===== src/rtl/pbcs_params.svh =====
// constants for the pll base clock selector: offsets, fields, reset values, counts
`ifndef PBCS_PARAMS_SVH
`define PBCS_PARAMS_SVH

`define PBCS_ADDR_CTRL 8'h36
`define PBCS_ADDR_MUL_HIGH 8'h38
`define PBCS_ADDR_MUL_LOW 8'h39
`define PBCS_ADDR_RANGE 8'h3A

`define PBCS_BIT_PLL_ON 5
`define PBCS_BIT_BCS 4
`define PBCS_VPR_MSB 1
`define PBCS_VPR_LSB 0

`define PBCS_RST_PLL_ON 1'b1
`define PBCS_RST_BCS 1'b0
`define PBCS_RST_VPR 2'h0
`define PBCS_RST_MUL_HIGH 4'h0
`define PBCS_RST_MUL_LOW 8'h40
`define PBCS_RST_RANGE 8'h40

`define PBCS_XTAL_WAIT 2'h3
`define PBCS_VCO_WAIT 2'h3
`define PBCS_NOMINAL_CENTER_FREQ_HZ 71400

`endif


===== src/rtl/pbcs_pkg.sv =====
// types shared by the pll base clock selector
package pbcs_pkg;
  typedef enum logic [1:0] {
    PBCS_RUN = 2'b01,
    PBCS_HOLD = 2'b10
  } pbcs_state_e;
  typedef logic [1:0] pbcs_clk_t; // bit 1 vco, bit 0 crystal
endpackage : pbcs_pkg


===== src/rtl/pbcs_top.sv =====
// pll programming registers and glitch-free base clock selector
//
// Chosen here: the register offsets and the address-and-strobe port.
`timescale 1ns/1ps
`include "pbcs_params.svh"

module pbcs_top import pbcs_pkg::*; #(
  parameter int ADDR_W = 8,
  parameter int DATA_W = 8
) (
  input wire logic clk_sys,
  input wire logic rst,
  input wire logic [ADDR_W-1:0] reg_addr,
  input wire logic [DATA_W-1:0] reg_wdata,
  input wire logic reg_wr,
  input wire logic reg_rd,
  output logic [DATA_W-1:0] reg_rdata,
  input wire logic crystal_clock,
  input wire logic vco_clock,
  input wire logic sysint_osc_enable,
  output logic osc_enable_out,
  output logic pll_enable_out,
  output logic base_clock_out,
  output logic base_is_vco,
  output logic vco_feedback_pulse,
  output logic [11:0] feedback_divisor,
  output logic [10:0] center_range_code
);

  logic pll_power_enable;
  logic base_source_select;
  logic [1:0] vco_range_exponent_bits;
  logic [3:0] multiplier_high_reg;
  logic [7:0] multiplier_low_reg;
  logic [7:0] vco_range_reg;
  logic next_pll_on;
  logic next_bcs;
  logic wr_ctrl;
  logic l_zero;
  logic osc_s1;
  logic osc_s2;
  pbcs_clk_t clk_s1;
  pbcs_clk_t clk_s2;
  pbcs_clk_t clk_s3;
  pbcs_clk_t clk_rise;
  pbcs_state_e state;
  logic [1:0] x_cnt;
  logic [1:0] v_cnt;
  logic [11:0] fb_cnt;
  logic [11:0] n_raw;

  assign wr_ctrl = reg_wr && (reg_addr == `PBCS_ADDR_CTRL);
  assign l_zero = (vco_range_reg == 8'h00);
  assign n_raw = {multiplier_high_reg, multiplier_low_reg};
  assign clk_rise = clk_s2 & ~clk_s3;

  // interlocks between power enable and base select
  always_comb begin
    next_pll_on = pll_power_enable;
    next_bcs = base_source_select;
    if (wr_ctrl) begin
      next_pll_on = reg_wdata[`PBCS_BIT_PLL_ON] | base_source_select;
      // a select change rides only on a write that leaves power alone
      if (next_pll_on == pll_power_enable) begin
        next_bcs = reg_wdata[`PBCS_BIT_BCS] & pll_power_enable & ~l_zero;
      end
    end
    // range zero beats any write: the crystal must stay in charge
    if (l_zero) begin
      next_bcs = 1'b0;
    end
  end

  // control register
  always_ff @(posedge clk_sys) begin
    if (rst) begin
      pll_power_enable <= `PBCS_RST_PLL_ON;
      base_source_select <= `PBCS_RST_BCS;
      vco_range_exponent_bits <= `PBCS_RST_VPR;
    end else begin
      pll_power_enable <= next_pll_on;
      base_source_select <= next_bcs;
      // exponent locked while powered, so the loop never sees its range move
      if (wr_ctrl && !pll_power_enable) begin
        vco_range_exponent_bits <= reg_wdata[`PBCS_VPR_MSB:`PBCS_VPR_LSB];
      end
    end
  end

  // multiplier and range registers; writable at any time
  // a new divisor is picked up by the next feedback count, no retiming needed
  always_ff @(posedge clk_sys) begin
    if (rst) begin
      multiplier_high_reg <= `PBCS_RST_MUL_HIGH;
      multiplier_low_reg <= `PBCS_RST_MUL_LOW;
      vco_range_reg <= `PBCS_RST_RANGE;
    end else if (reg_wr) begin
      if (reg_addr == `PBCS_ADDR_MUL_HIGH) begin
        multiplier_high_reg <= reg_wdata[3:0];
      end
      if (reg_addr == `PBCS_ADDR_MUL_LOW) begin
        multiplier_low_reg <= reg_wdata;
      end
      if (reg_addr == `PBCS_ADDR_RANGE) begin
        vco_range_reg <= reg_wdata;
      end
    end
  end

  // read port, data one cycle after the strobe; unmapped reads zero
  always_ff @(posedge clk_sys) begin
    if (rst) begin
      reg_rdata <= 8'h00;
    end else if (reg_rd) begin
      unique case (reg_addr)
        `PBCS_ADDR_CTRL: reg_rdata <= {2'h0, pll_power_enable, base_source_select, 2'h0, vco_range_exponent_bits};
        `PBCS_ADDR_MUL_HIGH: reg_rdata <= {4'h0, multiplier_high_reg};
        `PBCS_ADDR_MUL_LOW: reg_rdata <= multiplier_low_reg;
        `PBCS_ADDR_RANGE: reg_rdata <= vco_range_reg;
        default: reg_rdata <= 8'h00;
      endcase
    end else begin
      reg_rdata <= 8'h00;
    end
  end

  // two-stage synchronisers for both clocks and the oscillator enable
  // the third clock stage only feeds the edge detector
  // limitation: each source level must last longer than one clk_sys cycle to be seen
  always_ff @(posedge clk_sys) begin
    if (rst) begin
      clk_s1 <= 2'h0;
      clk_s2 <= 2'h0;
      clk_s3 <= 2'h0;
      osc_s1 <= 1'b0;
      osc_s2 <= 1'b0;
    end else begin
      clk_s1 <= {vco_clock, crystal_clock};
      clk_s2 <= clk_s1;
      clk_s3 <= clk_s2;
      osc_s1 <= sysint_osc_enable;
      osc_s2 <= osc_s1;
    end
  end

  // oscillator and pll gating
  always_ff @(posedge clk_sys) begin
    if (rst) begin
      osc_enable_out <= 1'b0;
      pll_enable_out <= 1'b0;
    end else begin
      osc_enable_out <= osc_s2;
      // range zero also keeps the pll gate shut
      pll_enable_out <= osc_s2 & pll_power_enable & ~l_zero;
    end
  end

  // transition control: a stopped vco is not waited on, else a forced
  // return to crystal after the pll drops would hang the switch
  always_ff @(posedge clk_sys) begin
    if (rst) begin
      state <= PBCS_RUN;
      base_is_vco <= 1'b0;
      x_cnt <= 2'h0;
      v_cnt <= 2'h0;
    end else begin
      unique case (state)
        PBCS_RUN: begin
          x_cnt <= 2'h0;
          v_cnt <= 2'h0;
          if (base_source_select != base_is_vco) begin
            state <= PBCS_HOLD;
          end
        end
        PBCS_HOLD: begin
          // counts saturate, so a long hold never wraps the wait
          if (clk_rise[0] && x_cnt != `PBCS_XTAL_WAIT) begin
            x_cnt <= x_cnt + 2'h1;
          end
          if (clk_rise[1] && v_cnt != `PBCS_VCO_WAIT) begin
            v_cnt <= v_cnt + 2'h1;
          end
          if (x_cnt == `PBCS_XTAL_WAIT && (v_cnt == `PBCS_VCO_WAIT || !pll_enable_out)) begin
            base_is_vco <= base_source_select;
            state <= PBCS_RUN;
          end
        end
        default: state <= PBCS_RUN;
      endcase
    end
  end

  // divide the chosen source by two; frozen during the hold
  // toggling on source edges halves the rate and evens the duty cycle
  always_ff @(posedge clk_sys) begin
    if (rst) begin
      base_clock_out <= 1'b0;
    end else if (state == PBCS_RUN && clk_rise[base_is_vco]) begin
      base_clock_out <= ~base_clock_out;
    end
  end

  // effective divisor, centre code and the vco feedback divider
  always_ff @(posedge clk_sys) begin
    if (rst) begin
      feedback_divisor <= 12'h001;
      center_range_code <= 11'h000;
      fb_cnt <= 12'h000;
      vco_feedback_pulse <= 1'b0;
    end else begin
      // zero read as one, so the divider never stalls
      feedback_divisor <= (n_raw == 12'h000) ? 12'h001 : n_raw;
      center_range_code <= 11'({3'h0, vco_range_reg} << vco_range_exponent_bits);
      vco_feedback_pulse <= 1'b0;
      // compares against the registered divisor, one cycle behind writes
      if (clk_rise[1] && pll_enable_out) begin
        if (fb_cnt + 12'h001 >= feedback_divisor) begin
          fb_cnt <= 12'h000;
          vco_feedback_pulse <= 1'b1;
        end else begin
          fb_cnt <= fb_cnt + 12'h001;
        end
      end
    end
  end

  // checks
  // all on the system clock and quiet during reset
  chk_div_zero_one: assert property (@(posedge clk_sys) disable iff (rst)
    $past(n_raw) == 12'h000 && !$past(rst) |-> feedback_divisor == 12'h001)
    else $error("zero divisor not treated as one");
  chk_l_zero_off: assert property (@(posedge clk_sys) disable iff (rst)
    l_zero |=> !pll_enable_out && !base_source_select)
    else $error("range zero left pll or vco select on");
  chk_hold_frozen: assert property (@(posedge clk_sys) disable iff (rst)
    state == PBCS_HOLD |=> $stable(base_clock_out))
    else $error("base clock moved during hold");
  chk_base_toggle: assert property (@(posedge clk_sys) disable iff (rst)
    state == PBCS_RUN && clk_rise[base_is_vco] |=> base_clock_out != $past(base_clock_out))
    else $error("base clock missed a source edge");
  chk_vco_refused: assert property (@(posedge clk_sys) disable iff (rst)
    wr_ctrl && !pll_power_enable |=> !base_source_select)
    else $error("vco selected with pll off");
  chk_pll_power_enable_kept: assert property (@(posedge clk_sys) disable iff (rst)
    base_source_select && wr_ctrl |=> pll_power_enable)
    else $error("pll switched off under vco");
  chk_no_joint_change: assert property (@(posedge clk_sys) disable iff (rst)
    $changed(pll_power_enable) |-> $stable(base_source_select))
    else $error("power and select changed together");
  chk_vpr_locked: assert property (@(posedge clk_sys) disable iff (rst)
    wr_ctrl && pll_power_enable |=> $stable(vco_range_exponent_bits))
    else $error("range exponent written while pll on");
  chk_osc_gate: assert property (@(posedge clk_sys) disable iff (rst)
    !osc_s2 |=> !pll_enable_out && !osc_enable_out)
    else $error("pll or oscillator on without enable");
  chk_switch_done: assert property (@(posedge clk_sys) disable iff (rst)
    $changed(base_is_vco) |-> $past(state) == PBCS_HOLD && $past(x_cnt) == `PBCS_XTAL_WAIT)
    else $error("source changed outside a completed hold");
  // only edges of the routed source may move the output
  chk_base_source: assert property (@(posedge clk_sys) disable iff (rst)
    state == PBCS_RUN && !clk_rise[base_is_vco] |=> $stable(base_clock_out))
    else $error("base clock moved without a routed source edge");
  // each feedback pulse stems from a seen vco edge with the pll running
  chk_fb_pulse: assert property (@(posedge clk_sys) disable iff (rst)
    vco_feedback_pulse |-> $past(clk_rise[1]) && $past(pll_enable_out))
    else $error("feedback pulse without a vco edge");
  // the vco is never selected with power off
  chk_vco_needs_pll: assert property (@(posedge clk_sys) disable iff (rst)
    base_source_select |-> pll_power_enable)
    else $error("vco selected while pll power is off");
  // exponent reads back as plain binary in the low control bits
  chk_ctrl_read: assert property (@(posedge clk_sys) disable iff (rst)
    $past(reg_rd) && $past(reg_addr) == `PBCS_ADDR_CTRL
    |-> reg_rdata[`PBCS_VPR_MSB:`PBCS_VPR_LSB] == $past(vco_range_exponent_bits))
    else $error("exponent read back wrong");

  cov_to_vco: cover property (@(posedge clk_sys) disable iff (rst) $rose(base_is_vco));
  cov_to_xtal: cover property (@(posedge clk_sys) disable iff (rst) $fell(base_is_vco));
  cov_refused: cover property (@(posedge clk_sys) disable iff (rst)
    wr_ctrl && reg_wdata[`PBCS_BIT_BCS] && !pll_power_enable);
  // forced return to crystal with the vco stopped
  cov_hold_pll_off: cover property (@(posedge clk_sys) disable iff (rst)
    state == PBCS_HOLD && !pll_enable_out ##1 state == PBCS_RUN);
  cov_fb_pulse: cover property (@(posedge clk_sys) disable iff (rst) vco_feedback_pulse);

endmodule : pbcs_top


===== config.mk =====
export PLATFORM = sky130hd
export DESIGN_NAME = pbcs_top
export DESIGN_NICKNAME = d
export VERILOG_FILES = /design/src/rtl/pbcs_pkg.sv /design/src/rtl/pbcs_top.sv
export VERILOG_INCLUDE_DIRS = /design/src /design/src/rtl
export SDC_FILE = /design/constraint.sdc
export NUM_CORES = 1
export LEC_CHECK = 0
export BUFFER_PORTS_ARGS = -buffer_cell sky130_fd_sc_hd__buf_4
export CAP_MARGIN = 10
export CORE_MARGIN = 10
export CORE_UTILIZATION = 40
export CTS_CLUSTER_DIAMETER = 30
export DETAILED_ROUTE_END_ITERATION = 16
export PLACE_DENSITY = 0.62
export SYNTH_ARGS = -nofsm -noshare
export SYNTH_HDL_FRONTEND = slang
export SYNTH_SLANG_ARGS = --single-unit

===== constraint.sdc =====
create_clock -name clk_sys -period 3 [get_ports clk_sys]
set_input_delay 0.45 -clock clk_sys [delete_from_list [all_inputs] [get_ports clk_sys]]
set_output_delay 0.45 -clock clk_sys [all_outputs]
set_load 0.02 [all_outputs]

* Yosys cells after proc, flatten, opt, wreduce, memory -nomap -nowiden
Cells that the tools add are included.
** Storage, ports and cells
- Flip-flop bits (word level) :: 86
- Input bits :: 23
** Operators by class
- Mux-type cells :: 12
- Reduce and logical (&&, ||, !) cells :: 25
- Magnitude comparators :: 2
- Equal/unequal tests :: 16
- Add/subtract/negate cells :: 3
- Bitwise logic cells :: 11
- Shifts and indexed selects :: 1
** Operators with widths (count)
- $eq 8x6->1 const B :: 4
- $pmux 8 s4 :: 1
- $reduce_and 2->1 :: 8
- $add 12x1->12 const B :: 1
- $ge 12x12->1 :: 1
- $logic_not 12->1 :: 1
- $mux 12 :: 1
- $ne 2x2->1 const B :: 6
- $pmux 2 s2 :: 3
- $shl 8x2->11 :: 1
- $logic_not 8->1 :: 1
- $mux 2 :: 4
- $reduce_or 2->1 :: 4
- $logic_and 1x1->1 :: 7
- $eq 2x2->1 const B :: 3
- $add 2x1->2 const B :: 2
- $and 1x1->1 :: 4
- $not 1->1 :: 4
- $mux 1 :: 3
- $and 2x2->2 :: 1
- $eq 2x1->1 const B :: 1
- $logic_not 1->1 :: 2
- $lt 1x2->1 const B :: 1
- $not 2->2 :: 1
- other kinds (5) :: 5

* Depth between registers and ports, before layout
Gate-level depths: netlist of the first run.
- Depth in word-level cells :: 5
- Gate-level depth with buffers :: 12
- Depth with buffers taken out :: 11

* Least setup slack after synthesis of the first run
No wires, ideal clock.
- Path type :: register to register
- From :: register fb_cnt[0]
- To :: register fb_cnt[10]
- Required time :: 2883 ps
- Setup slack :: 555 ps
- Cell stages (with the launch flop) :: 13
- Clock period less this slack :: 2445 ps
- Path buffers :: 1
- Library setup time :: 117 ps
- Arrival :: 2328 ps
- Cell sequence :: dfxtp_1 > ha_1 > nand3_1 > nor2_1 > nand3_1 > xnor2_1 > ha_1 > nand2_1 > nor2_1 > a21boi_2 > and2_1 > buf_4 > a22o_1
** Between the ends
- Longest elaborated chain between the ends :: 3
** Ends and longest elaborated chain
- start: declaration :: RTL line pbcs_top.sv:49 : logic [11:0] fb_cnt;
- start signal: assignment :: RTL line pbcs_top.sv:221 : fb_cnt <= fb_cnt + 12'h001;
- $add 12x1->12 (*) :: RTL line pbcs_top.sv:217, pbcs_top.sv:221
- $ge 12x12->1 :: RTL line pbcs_top.sv:217 : if (fb_cnt + 12'h001 >= feedback_divisor) begin
- $mux 12 (*) :: RTL line pbcs_top.sv:217
Every way passes the cells marked *; elsewhere a longest branch is shown, timed or not.
A chain may end at the register's enable or synchronous reset.

* Worst setup path after layout of the first run
- From :: register fb_cnt[4]
- To :: register fb_cnt[5]
Same word-level chain as after synthesis.

==> flow_metrics.py, run 1 <==
metrics = {
    "worst_setup_path": {
        "ff2ff_path_depth": 9,
        "cp_data_arrival_time_ns": 3.06,
        "worst_setup_path_startpoint": "fb_cnt[4]$_SDFFE_PP0P_",
        "setup.reg_to_reg.worst_slack_ns": 0.24,
        "crit_chain": "nand4_1 -> or3_1 -> xnor2_1 -> ha_1 -> a21oi_1 -> o21ai_0 -> a31oi_2 -> and2_1 -> a22o_1",
        "critPathCapture": "fb_cnt[5]$_SDFFE_PP0P_",
        "timing.critical_path.fanout_max": 8,
        "worstSetupPathType": "reg -> reg",
        "critPathRequiredTime_ns": 3.29,
        "startpoint_type": "flop",
        "worst_path_max_delay_cell": "dfxtp_1",
        "critical_path.max_stage_delay_ns": 0.48,
        "rr_startpoint": "fb_cnt[4]$_SDFFE_PP0P_",
        "worstReg2RegEnd": "fb_cnt[5]$_SDFFE_PP0P_",
        "worst_setup_path_end_kind": "flop",
    },
    "logic_synthesis": {
        "synth_most_common_cell": "dfxtp_1",
        "synth-edff-count": 0,
        "synth_sequential_area_ratio_pct": 44.26,
        "synth.area.top_cells": "dfxtp_1 44%, mux2i_1 7.2%, nor2_1 5.7%, ha_1 4.8%, nor2b_1 4.3%",
        "yosys.cell_types.count": 61,
        "yosys.area.top_type": "dfxtp_1",
        "ys_seq_elements": 86,
        "synth_common_cells": "86 x dfxtp_1, 59 x nor2_1, 28 x mux2i_1",
        "post_synth_inst_count": 405,
        "syn_avg_cell_area_um2": 9.605,
        "post-synth-top-area-fraction_pct": 44.26,
        "async_reset_ff_share_pct": 0,
        "net_count_of_the_mapped_netlist": 443,
        "synth_flop_cell": "dfxtp_1",
        "netlist_area_um2": 3890,
        "synthesis.yosys.warnings": 0,
    },
    "layout": {
        "seq_area_um2": 1722,
        "design_area_um2": 4643,
        "fillerInstances": 928,
        "design.final.nets": 496,
        "antenna_cells": 0,
        "multi_input_area_um2": 2041,
        "area_growth_pct": 19.36,
        "layout-drive-gt1-share_pct": 21.81,
        "top_regs": "fb_cnt: 12 flops, feedback_divisor: 12 flops, center_range_code: 11 flops",
    },
    "global_route": {
        "global_route.usage.total_pct": 12.44,
        "first_global_vias": 2986,
        "grt_antenna_before_repair": 0,
        "grt_pass1_wl_um": 14750,
        "overflow": 0,
        "grt_max_degree": 49,
    },
    "route": {
        "route.detailed.drc": 0,
        "post_drt_wl_per_cell_um": 14.91,
        "route.top_layer_used": "met4",
        "viasPerCell": 5.051,
        "wl_met3_um": 327,
        "drt_pre_antenna_iters": 4,
        "vias": 2990,
        "detail-route-antenna-nets": 0,
        "met1_length_um": 4250,
        "finalWirelength_um": 8825,
        "detailroute.wirelength.met2_um": 4116,
        "detailed_router_s_first_iteration_violation_count": 94,
    },
    "timing": {
        "relSlewSlack_pct": 50.36,
        "timing.final.crit_share_pct": 92.12,
        "final.setup.worst_slack_ns": 0.2363,
        "setup_total_negative_slack_ns": 0,
        "final-hold-violation-count": 0,
        "period_needed_ns": 2.764,
        "max_slew.worst_pin.slew_ns": 0.7430,
        "timing_max_transition_violations_final": 0,
        "worst_clock_skew_ns": 0.01350,
        "rsz_0062_raised_after_global_routing": "false",
        "setup-violations-final": 0,
        "fmax_mhz": 361.8,
    },
    "power": {
        "combinationalPowerShare_pct": 4.9,
        "netSwitchingPower_uw": 471.0,
        "seq_power_share_pct": 55.1,
        "internal-power_uw": 1624,
        "power.switching_fraction_pct": 22.48,
        "power-per-cell-area_nw_per_um2": 451.3,
        "p_total_uw": 2096,
        "clock_power_share_pct": 40.0,
        "max-vdd-ir-drop_uv": 256.7,
        "cellLeakagePower_uw": 0.001942,
    },
    "die": {
        "rows": 35,
        "start_util_pct": 41.51,
        "die-area_um2": 14070,
        "ioPinCount": 59,
        "core_region_area_um2": 9371,
        "die-height_um": 118.6,
        "die-width_um": 118.6,
    },
    "clock_network": {
        "clock_insertion_delay_worst_skew_ns": 0.36,
        "cts_tree": "done",
        "cts.clk_slew.worst_paths_ns": 0.09,
        "cts.htree.levels": 3,
        "clockRootBuffer": "clkbuf_8",
        "cts_inserted_buffers": 9,
        "post_cts.repair.setup_buffers": 0,
        "clock_sink_count": 86,
        "cts-root-to-sink-buffers": 2,
    },
    "outcome": {
        "outcome": "complete, no violations",
    },
    "min_path": {
        "min_path_type": "in -> reg",
    },
    "placement": {
        "detailedPlace.worstSlack_ns": 0.1069,
        "placer_congestion": 0.8641,
        "io_buffers": 58,
        "hpwlAfterDp_um": 6592,
        "post_dp_cell_area_um2": 4415,
    },
    "job": {
        "number_of_maximum_capacitance_constraint_violations": 0,
    },
}
[power groups by stage]
stage	sequential, uW	clock (uW)	combinational, uW
6_report	1150	838	103
5_1_grt	1160	914	111
4_1_cts	1150	866	103
3_5_place_dp	1180	0	103
3_3_place_gp	1180	0	101
2_1_floorplan	1180	0	52.3
[how the worst min path moves through the flow]
stage | slack, ns | startpoint | end | cells after the start
floorplan | 0.41 | clk_s1[0]$_SDFF_PP0_ | clk_s2[0]$_SDFF_PP0_ | 1
global placement | 0.42 | clk_s1[0]$_SDFF_PP0_ | clk_s2[0]$_SDFF_PP0_ | 1
detailed placement | 0.42 | clk_s1[0]$_SDFF_PP0_ | clk_s2[0]$_SDFF_PP0_ | 1
CTS | 0.28 | crystal_clock | clk_s1[0]$_SDFF_PP0_ | 2
global route | 0.29 | vco_clock | clk_s1[1]$_SDFF_PP0_ | 2
finish | 0.30 | crystal_clock | clk_s1[0]$_SDFF_PP0_ | 2
[cells in the final DEF, fill, tap and decap left out, types with 3 or more instances in the layout]
| cell type | instances |
|---|---|
| a22oi_1 | 8 |
| nor3b_1 | 4 |
| o21ai_0 | 5 |
| dfxtp_1 | 86 |
| mux2_2 | 3 |
| and2b_1 | 3 |
| nand4_1 | 6 |
| mux2i_1 | 28 |
| nand2_1 | 24 |
| a21oi_1 | 14 |
| o21ai_1 | 4 |
| nor3_1 | 3 |
| buf_4 | 60 |
| nand3_1 | 6 |
| clkbuf_8 | 11 |
| inv_1 | 16 |
| ha_1 | 15 |
| a22o_1 | 6 |
| nand3b_1 | 3 |
| a31oi_1 | 6 |
| nor2_1 | 58 |
| mux4_2 | 3 |
| xnor2_1 | 8 |
| xor2_1 | 4 |
| nand2b_1 | 3 |
| nor4_1 | 5 |
| a211oi_1 | 3 |
| nor2b_1 | 27 |
[repair_timing]
item,4_1_cts,5_1_grt
hold endpoints to repair,0,0
setup endpoints to repair,0,13
resized for setup,0,4
hold buffers,0,0
[worst max-delay path, delay by kind of cell, from the launching register on]
family	cells	cell delay (ns)
adders and majority gates	1	0.27
DFF	1	0.48
AOI/OAI and AO/OA	4	0.76
xor gates and xnor gates	1	0.19
and+or+nand+nor	3	1.00
[stage by stage]
step / utilization (%) / cells / hold slack [ns]
after floorplan: - / 405 / 0.4138
after global placement: 47.12 / 576 / 0.4171
after detailed placement: 47.12 / 576 / 0.4223
after CTS: 49.35 / 592 / 0.2839
after global routing: 49.55 / 592 / 0.2893
final: 49.55 / 592 / 0.2956
[cell families (layout without fill, tap and decap cells)]
family                     count (synthesis)  in the layout  share of synthesized area (%)
adders and majority gates                 15             15                          4.825
muxes                                     35             35                          10.10
DFF                                       86             86                          44.26
xor gates and xnor gates                  12             12                          2.702
AOI/OAI and AO/OA                         59             59                          10.55
buffers and inverters                     34             92                          3.763
and+or+nand+nor                          164            164                          23.80
[area by class of cell]
type / count / area share, %
inverters: 16 / 1.293
flip-flops and latches: 86 / 37.08
well taps: 129 / 3.476
repair buffers: 60 / 9.701
clock inverters: 5 / 1.240
multi-input cells: 285 / 43.95
clock buffers: 11 / 3.261
[layer usage]
metal	vias up	global-route usage [%]
li1	1511	-
met1	1405	15.70
met2	61	20.19
met3	13	3.141
met4	0	4.122
met5	-	0
Power figures use the tool's default switching activity.
==> run 2, diff against run 1 <==
--- a/config.mk
+++ b/config.mk
@@ -8,6 +8,7 @@
 export LEC_CHECK = 0
 export BUFFER_PORTS_ARGS = -buffer_cell sky130_fd_sc_hd__buf_4
 export CAP_MARGIN = 10
+export CORE_ASPECT_RATIO = 0.6
 export CORE_MARGIN = 10
 export CORE_UTILIZATION = 40
 export CTS_CLUSTER_DIAMETER = 30
==> run 2 against run 1 <==
Against the previous run:
- sequential share of layout area decreased by 0.92 points
- non-clock buffer count increased by 1
- cell count increased by 0.34%
- die area increased by 0.92%
- critical path type unchanged
- highest routed layer unchanged
- largest power group is now clock
==> flow_metrics.py, run 2 (synthesized netlist as in run 1, its figures left out) <==
metrics = {
    "route": {
        "detail-route-antenna-nets": 0,
        "vias": 3047,
        "post_drt_wl_per_cell_um": 16.33,
        "finalWirelength_um": 9698,
        "viasPerCell": 5.130,
        "drt_pre_antenna_iters": 4,
        "route.detailed.drc": 0,
        "detailed_router_s_first_iteration_violation_count": 233,
    },
    "min_path": {
        "worst_hold_path.endpoint": "clk_s1[0]$_SDFF_PP0_",
        "hold_path_startpoint": "crystal_clock",
        "min_path_type": "in -> reg",
        "hold-path-cell-count": 2,
    },
    "clock_network": {
        "cts_inserted_buffers": 9,
        "cts_tree": "done",
        "clockRootBuffer": "clkbuf_16",
        "post_cts.repair.setup_buffers": 0,
        "post_cts_hold_buffer_count": 0,
        "cts_repair_resize_count": 0,
        "cts.clk_slew.worst_paths_ns": 0.06,
        "cts-root-to-sink-buffers": 2,
        "clock_sink_count": 86,
        "cts.htree.levels": 3,
        "clock_insertion_delay_worst_skew_ns": 0.34,
    },
    "die": {
        "die-width_um": 147.3,
        "ioPinCount": 59,
        "start_util_pct": 41.72,
        "die-height_um": 96.39,
        "rows": 27,
        "die-area_um2": 14200,
        "core_region_area_um2": 9324,
    },
    "placement": {
        "hpwlAfterDp_um": 7283,
        "detailedPlace.worstSlack_ns": 0.2822,
        "post_dp_cell_area_um2": 4424,
        "placer_congestion": 0.8529,
        "io_buffers": 58,
    },
    "worst_setup_path": {
        "critPathRequiredTime_ns": 3.27,
        "crit_chain": "ha_1 -> nand3_1 -> nor2_2 -> nand3_1 -> xnor2_1 -> ha_1 -> nand2_1 -> nor2_1 -> a21boi_2 -> and2_1 -> a22o_1",
        "startpoint_type": "flop",
        "ff2ff_path_depth": 11,
        "cpLargestDelayFamily": "simple AND/OR/NAND/NOR gates",
        "worstSetupPathType": "reg -> reg",
        "critical_path.max_stage_delay_ns": 0.42,
        "worstReg2RegEnd": "fb_cnt[10]$_SDFFE_PP0P_",
        "timing.critical_path.fanout_max": 7,
        "setup.reg_to_reg.worst_slack_ns": 0.25,
        "rr_startpoint": "fb_cnt[0]$_SDFFE_PP0P_",
        "worst_setup_path_end_kind": "flop",
        "worst_path_max_delay_cell": "dfxtp_1",
        "cp_data_arrival_time_ns": 3.02,
        "crit_buf_inv": 0,
    },
    "power": {
        "p_total_uw": 2478,
        "netSwitchingPower_uw": 508.5,
        "combinationalPowerShare_pct": 4.1,
        "internal-power_uw": 1970,
        "seq_power_share_pct": 46.7,
        "cellLeakagePower_uw": 0.001999,
        "power.switching_fraction_pct": 20.52,
        "power-per-cell-area_nw_per_um2": 520.5,
        "clock_power_share_pct": 49.2,
        "max-vdd-ir-drop_uv": 274.5,
    },
    "global_route": {
        "grt_max_degree": 39,
        "first_global_vias": 2945,
        "overflow": 0,
        "grt_pass1_wl_um": 15710,
        "grt_antenna_before_repair": 0,
        "global_route.usage.total_pct": 13.94,
    },
    "layout": {
        "area_growth_pct": 22.39,
        "antenna_cells": 0,
        "layout-drive-gt1-share_pct": 21.34,
        "design.final.nets": 497,
        "design_area_um2": 4761,
        "layout_common_cells": "86 x dfxtp_1, 61 x buf_4, 58 x nor2_1",
        "most_frequent_standard_cell_in_the_layout_excluding_fill_and_tap_cells": "dfxtp_1",
        "top_regs": "fb_cnt: 12 flops, feedback_divisor: 12 flops, center_range_code: 11 flops",
    },
    "timing": {
        "relSlewSlack_pct": 51.34,
        "max_slew.worst_pin.slew_ns": 0.7284,
        "rsz_0062_raised_after_global_routing": "false",
        "setup_total_negative_slack_ns": 0,
        "timing.final.crit_share_pct": 91.66,
        "final.setup.worst_slack_ns": 0.2501,
        "worst_clock_skew_ns": 0.009107,
        "timing_max_transition_violations_final": 0,
        "setup-violations-final": 0,
        "fmax_mhz": 363.6,
        "period_needed_ns": 2.750,
        "final-hold-violation-count": 0,
    },
    "job": {
        "number_of_maximum_capacitance_constraint_violations": 0,
    },
    "outcome": {
        "outcome": "complete, no violations",
    },
}
-- run 2: changes by cell type in the layout (fill, tap and decap cells not counted), sizes merged --
| cell | change |
|---|---|
| clkinv | -2 |
| bufinv | +1 |
| clkinvlp | +1 |
| buf | +1 |
-- run 2: worst max-delay path by stage --
stage                            from                       to  slack [ns]  depth (start not counted)
2_1_floorplan  fb_cnt[0]$_SDFFE_PP0P_  fb_cnt[10]$_SDFFE_PP0P_        0.56                         12
3_3_place_gp   fb_cnt[0]$_SDFFE_PP0P_   fb_cnt[3]$_SDFFE_PP0P_        0.37                         11
3_5_place_dp   fb_cnt[0]$_SDFFE_PP0P_  fb_cnt[10]$_SDFFE_PP0P_        0.28                         11
4_1_cts        fb_cnt[0]$_SDFFE_PP0P_  fb_cnt[10]$_SDFFE_PP0P_        0.25                         11
5_1_grt        fb_cnt[0]$_SDFFE_PP0P_  fb_cnt[10]$_SDFFE_PP0P_       0.003                         11
6_report       fb_cnt[0]$_SDFFE_PP0P_  fb_cnt[10]$_SDFFE_PP0P_        0.25                         11
-- run 2: through the flow --
| step | utilization, % | hold WS [ns] | std cells |
|---|---|---|---|
| 2_1_floorplan | - | 0.4138 | 405 |
| 3_3_place_gp | 47.45 | 0.4331 | 578 |
| 3_5_place_dp | 47.45 | 0.4311 | 578 |
| 4_1_cts | 51.03 | 0.3332 | 594 |
| 5_1_grt | 51.06 | 0.3363 | 594 |
| 6_report | 51.06 | 0.3418 | 594 |
-- run 2: metal layers --
layer	up-vias	part of all wire (%)	track usage (%)
li1	1518	-	-
met1	1434	52	19.78
met2	91	40	19.10
met3	4	6.9	5.151
met4	0	0.54	4.269
met5	-	0	0
-- run 2: final cells by class --
class / instances / area [um^2]
timing repair buffer: 61 / 457.9
clock inverter: 5 / 81.33
inverter: 16 / 60.06
sequential: 86 / 1722
tap: 130 / 162.7
multi-input combinational: 285 / 2024
clock buffer: 11 / 252.7
fill: 872 / 4563
-- run 2: worst reg2reg max path: stages, from the launching register on --
cell,delay [ns]
dfxtp_1,0.42
ha_1,0.25
nand3_1,0.24
nor2_2,0.24
nand3_1,0.12
xnor2_1,0.22
ha_1,0.27
nand2_1,0.07
nor2_1,0.07
a21boi_2,0.28
and2_1,0.32
a22o_1,0.18
-- run 2: power by group through the flow --
stage	combinational, uW	sequential, uW	clock (uW)
after floorplan	52.3	1180	0
after global placement	102	1180	0
after detailed placement	103	1180	0
after CTS	104	1160	1250
after global routing	112	1160	1300
final	103	1160	1220
==> run 3, diff against run 2 <==
--- a/config.mk
+++ b/config.mk
@@ -13,7 +13,8 @@
 export CORE_UTILIZATION = 40
 export CTS_CLUSTER_DIAMETER = 30
 export DETAILED_ROUTE_END_ITERATION = 16
-export PLACE_DENSITY = 0.62
+export MAX_ROUTING_LAYER = met4
+export PLACE_DENSITY = 0.65
 export SYNTH_ARGS = -nofsm -noshare
 export SYNTH_HDL_FRONTEND = slang
 export SYNTH_SLANG_ARGS = --single-unit
==> constraint.sdc (replaced) <==
create_clock -name clk_sys -period 2.4 [get_ports clk_sys]
set_input_delay 0.36 -clock clk_sys [delete_from_list [all_inputs] [get_ports clk_sys]]
set_output_delay 0.36 -clock clk_sys [all_outputs]
set_load 0.02 [all_outputs]
==> run 3 against run 2 <==
Against the previous run:
- the flow now finishes with violations (setup timing)
- sequential power up 25%
- sequential share of layout area down 1.9 points
- final area grew 5.8%
- via count rose by 2.9%
- power up 23%
- die area is the same
- cell count increased by 3.2%
- worst setup slack worse by 0.30 ns
- register-to-register slack got worse by 0.30 ns
- clock skew fell by 0.0049 ns
- critical path type unchanged
- largest power group unchanged
- highest routed layer unchanged
==> flow_metrics.py, run 3 (synthesized netlist as in run 1, its figures left out) <==
metrics = {
    "timing": {
        "setup-violations-final": 5,
        "timing.final.crit_share_pct": 102.0,
        "timing_max_transition_violations_final": 0,
        "holdWs_ns": 0.2419,
        "fmax_mhz": 408.5,
        "max_slew.worst_pin.slew_ns": 0.7562,
        "relSlewSlack_pct": 49.48,
        "final.setup.worst_slack_ns": -0.04806,
        "worst_clock_skew_ns": 0.004235,
        "period_needed_ns": 2.448,
        "rsz_0062_raised_after_global_routing": "true",
        "final-hold-violation-count": 0,
    },
    "placement": {
        "io_buffers": 58,
        "hpwlAfterDp_um": 7550,
        "detailedPlace.worstSlack_ns": -0.1467,
        "placer_congestion": 0.8724,
    },
    "layout": {
        "fillerInstances": 836,
        "layout_common_cells": "83 x dfxtp_1, 79 x buf_4, 55 x nor2_1",
        "seq_area_um2": 1725,
        "antenna_cells": 0,
        "layout-drive-gt1-share_pct": 29.40,
        "multi_input_area_um2": 2148,
        "top_regs": "fb_cnt: 12 flops, feedback_divisor: 12 flops, center_range_code: 11 flops",
        "area_growth_pct": 29.43,
        "utilization_pct": 54.00,
        "most_frequent_standard_cell_in_the_layout_excluding_fill_and_tap_cells": "dfxtp_1",
        "design.final.nets": 518,
    },
    "outcome": {
        "outcome": "finished, violations left",
        "violations": "setup timing",
    },
    "clock_network": {
        "cts_inserted_buffers": 9,
        "clock_sink_count": 86,
        "post_cts_hold_buffer_count": 0,
        "cts.clk_slew.worst_paths_ns": 0.06,
        "cts_tree": "done",
        "clock_insertion_delay_worst_skew_ns": 0.34,
        "cts.htree.levels": 3,
        "clockRootBuffer": "clkbuf_16",
        "cts-root-to-sink-buffers": 2,
    },
    "min_path": {
        "worst_hold_path.endpoint": "clk_s1[0]$_SDFF_PP0_",
        "min_path_type": "in -> reg",
        "hold_path_startpoint": "crystal_clock",
        "hold-path-cell-count": 2,
    },
    "worst_setup_path": {
        "timing.critical_path.fanout_max": 6,
        "ff2ff_path_depth": 10,
        "startpoint_type": "flop",
        "worst_setup_path_end_kind": "flop",
        "critPathRequiredTime_ns": 2.66,
        "rr_startpoint": "fb_cnt[1]$_SDFFE_PP0P_",
        "worstSetupPathType": "reg -> reg",
        "cp_data_arrival_time_ns": 2.71,
        "setup.reg_to_reg.worst_slack_ns": -0.05,
        "worstReg2RegEnd": "fb_cnt[4]$_SDFFE_PP0P_",
    },
    "global_route": {
        "global_route.usage.total_pct": 14.87,
        "grt_max_degree": 42,
        "overflow": 0,
        "grt_antenna_before_repair": 0,
        "first_global_vias": 3017,
        "grt_pass1_wl_um": 16220,
    },
    "power": {
        "cellLeakagePower_uw": 0.002126,
        "power.switching_fraction_pct": 20.26,
        "internal-power_uw": 2425,
        "seq_power_share_pct": 47.5,
        "max-vdd-ir-drop_uv": 405.8,
        "netSwitchingPower_uw": 616.4,
        "power-per-cell-area_nw_per_um2": 604.2,
        "combinationalPowerShare_pct": 4.4,
        "clock_power_share_pct": 48.0,
    },
    "route": {
        "route.detailed.drc": 0,
        "detailed_router_s_first_iteration_violation_count": 205,
        "detail-route-antenna-nets": 0,
        "drt_pre_antenna_iters": 5,
        "viasPerCell": 5.116,
        "finalWirelength_um": 10050,
        "vias": 3136,
        "post_drt_wl_per_cell_um": 16.39,
    },
    "die": {
        "core_region_area_um2": 9324,
        "die-height_um": 96.39,
        "ioPinCount": 59,
        "rows": 27,
        "die-area_um2": 14200,
        "start_util_pct": 41.72,
        "die-width_um": 147.3,
    },
    "job": {
        "number_of_maximum_capacitance_constraint_violations": 0,
    },
}
[run 3: per-layer routing]
layer  share of wire (%)  global-route usage (%)  vias to the layer above
met4                 1.2                   4.433                        0
li1                    -                       -                     1558
met2                  40                   19.54                       86
met5                   0                       -                        -
met3                 5.1                   4.455                       13
met1                  54                   21.11                     1479
[run 3: worst max-delay path, stage by stage (launching register included)]
cell     delay (ns)
dfxtp_2        0.34
nand4_1        0.19
or3_4          0.45
xnor2_2        0.15
ha_1           0.35
a21oi_2        0.18
o21ai_2        0.09
a31oi_4        0.20
buf_6          0.15
nand3_1        0.08
a31oi_1        0.18
[run 3: final cells by class]
class,count,share of cell area [%]
multi-input cells,285,42.67
flip-flops and latches,86,34.27
repair buffers,82,12.45
clock buffers,10,4.747
well taps,130,3.231
clock inverters,4,1.441
inverters,16,1.193
[run 3: power groups by stage]
stage | Sequential [uW] | Combinational, uW | Clock [uW]
after floorplan | 1480 | 65.4 | 0
after global placement | 1480 | 131 | 0
after CTS | 1450 | 133 | 1500
after detailed placement | 1480 | 132 | 0
final | 1450 | 135 | 1460
after global routing | 1450 | 148 | 1560
[run 3: metrics by stage]
stage               cell area, um^2  TNS [ns]  cells  total power, uW
global placement               4567   -0.8895    596             1608
finish                         5035   -0.1181    613             3042
global route                   5035   -0.9963    613             3151
floorplan                      3897         0    405             1546
detailed placement             4567    -1.430    596             1609
CTS                            4933         0    611             3074
[run 3: timing repair]
item	CTS	global route
setup endpoints to repair	12	13
resized for setup	13	21
pin swaps	5	21
buffers inserted	1	2
hold endpoints to repair	0	0
[run 3: worst max path at each step]
| stage | startpoint | end | cells after the start |
|---|---|---|---|
| CTS | fb_cnt[7]$_SDFFE_PP0P_ | fb_cnt[7]$_SDFFE_PP0P_ | 11 |
| finish | fb_cnt[1]$_SDFFE_PP0P_ | fb_cnt[4]$_SDFFE_PP0P_ | 10 |
| detailed placement | fb_cnt[0]$_SDFFE_PP0P_ | fb_cnt[7]$_SDFFE_PP0P_ | 10 |
| floorplan | fb_cnt[0]$_SDFFE_PP0P_ | fb_cnt[10]$_SDFFE_PP0P_ | 12 |
| global route | fb_cnt[0]$_SDFFE_PP0P_ | fb_cnt[8]$_SDFFE_PP0P_ | 10 |
| global placement | fb_cnt[0]$_SDFFE_PP0P_ | fb_cnt[7]$_SDFFE_PP0P_ | 12 |
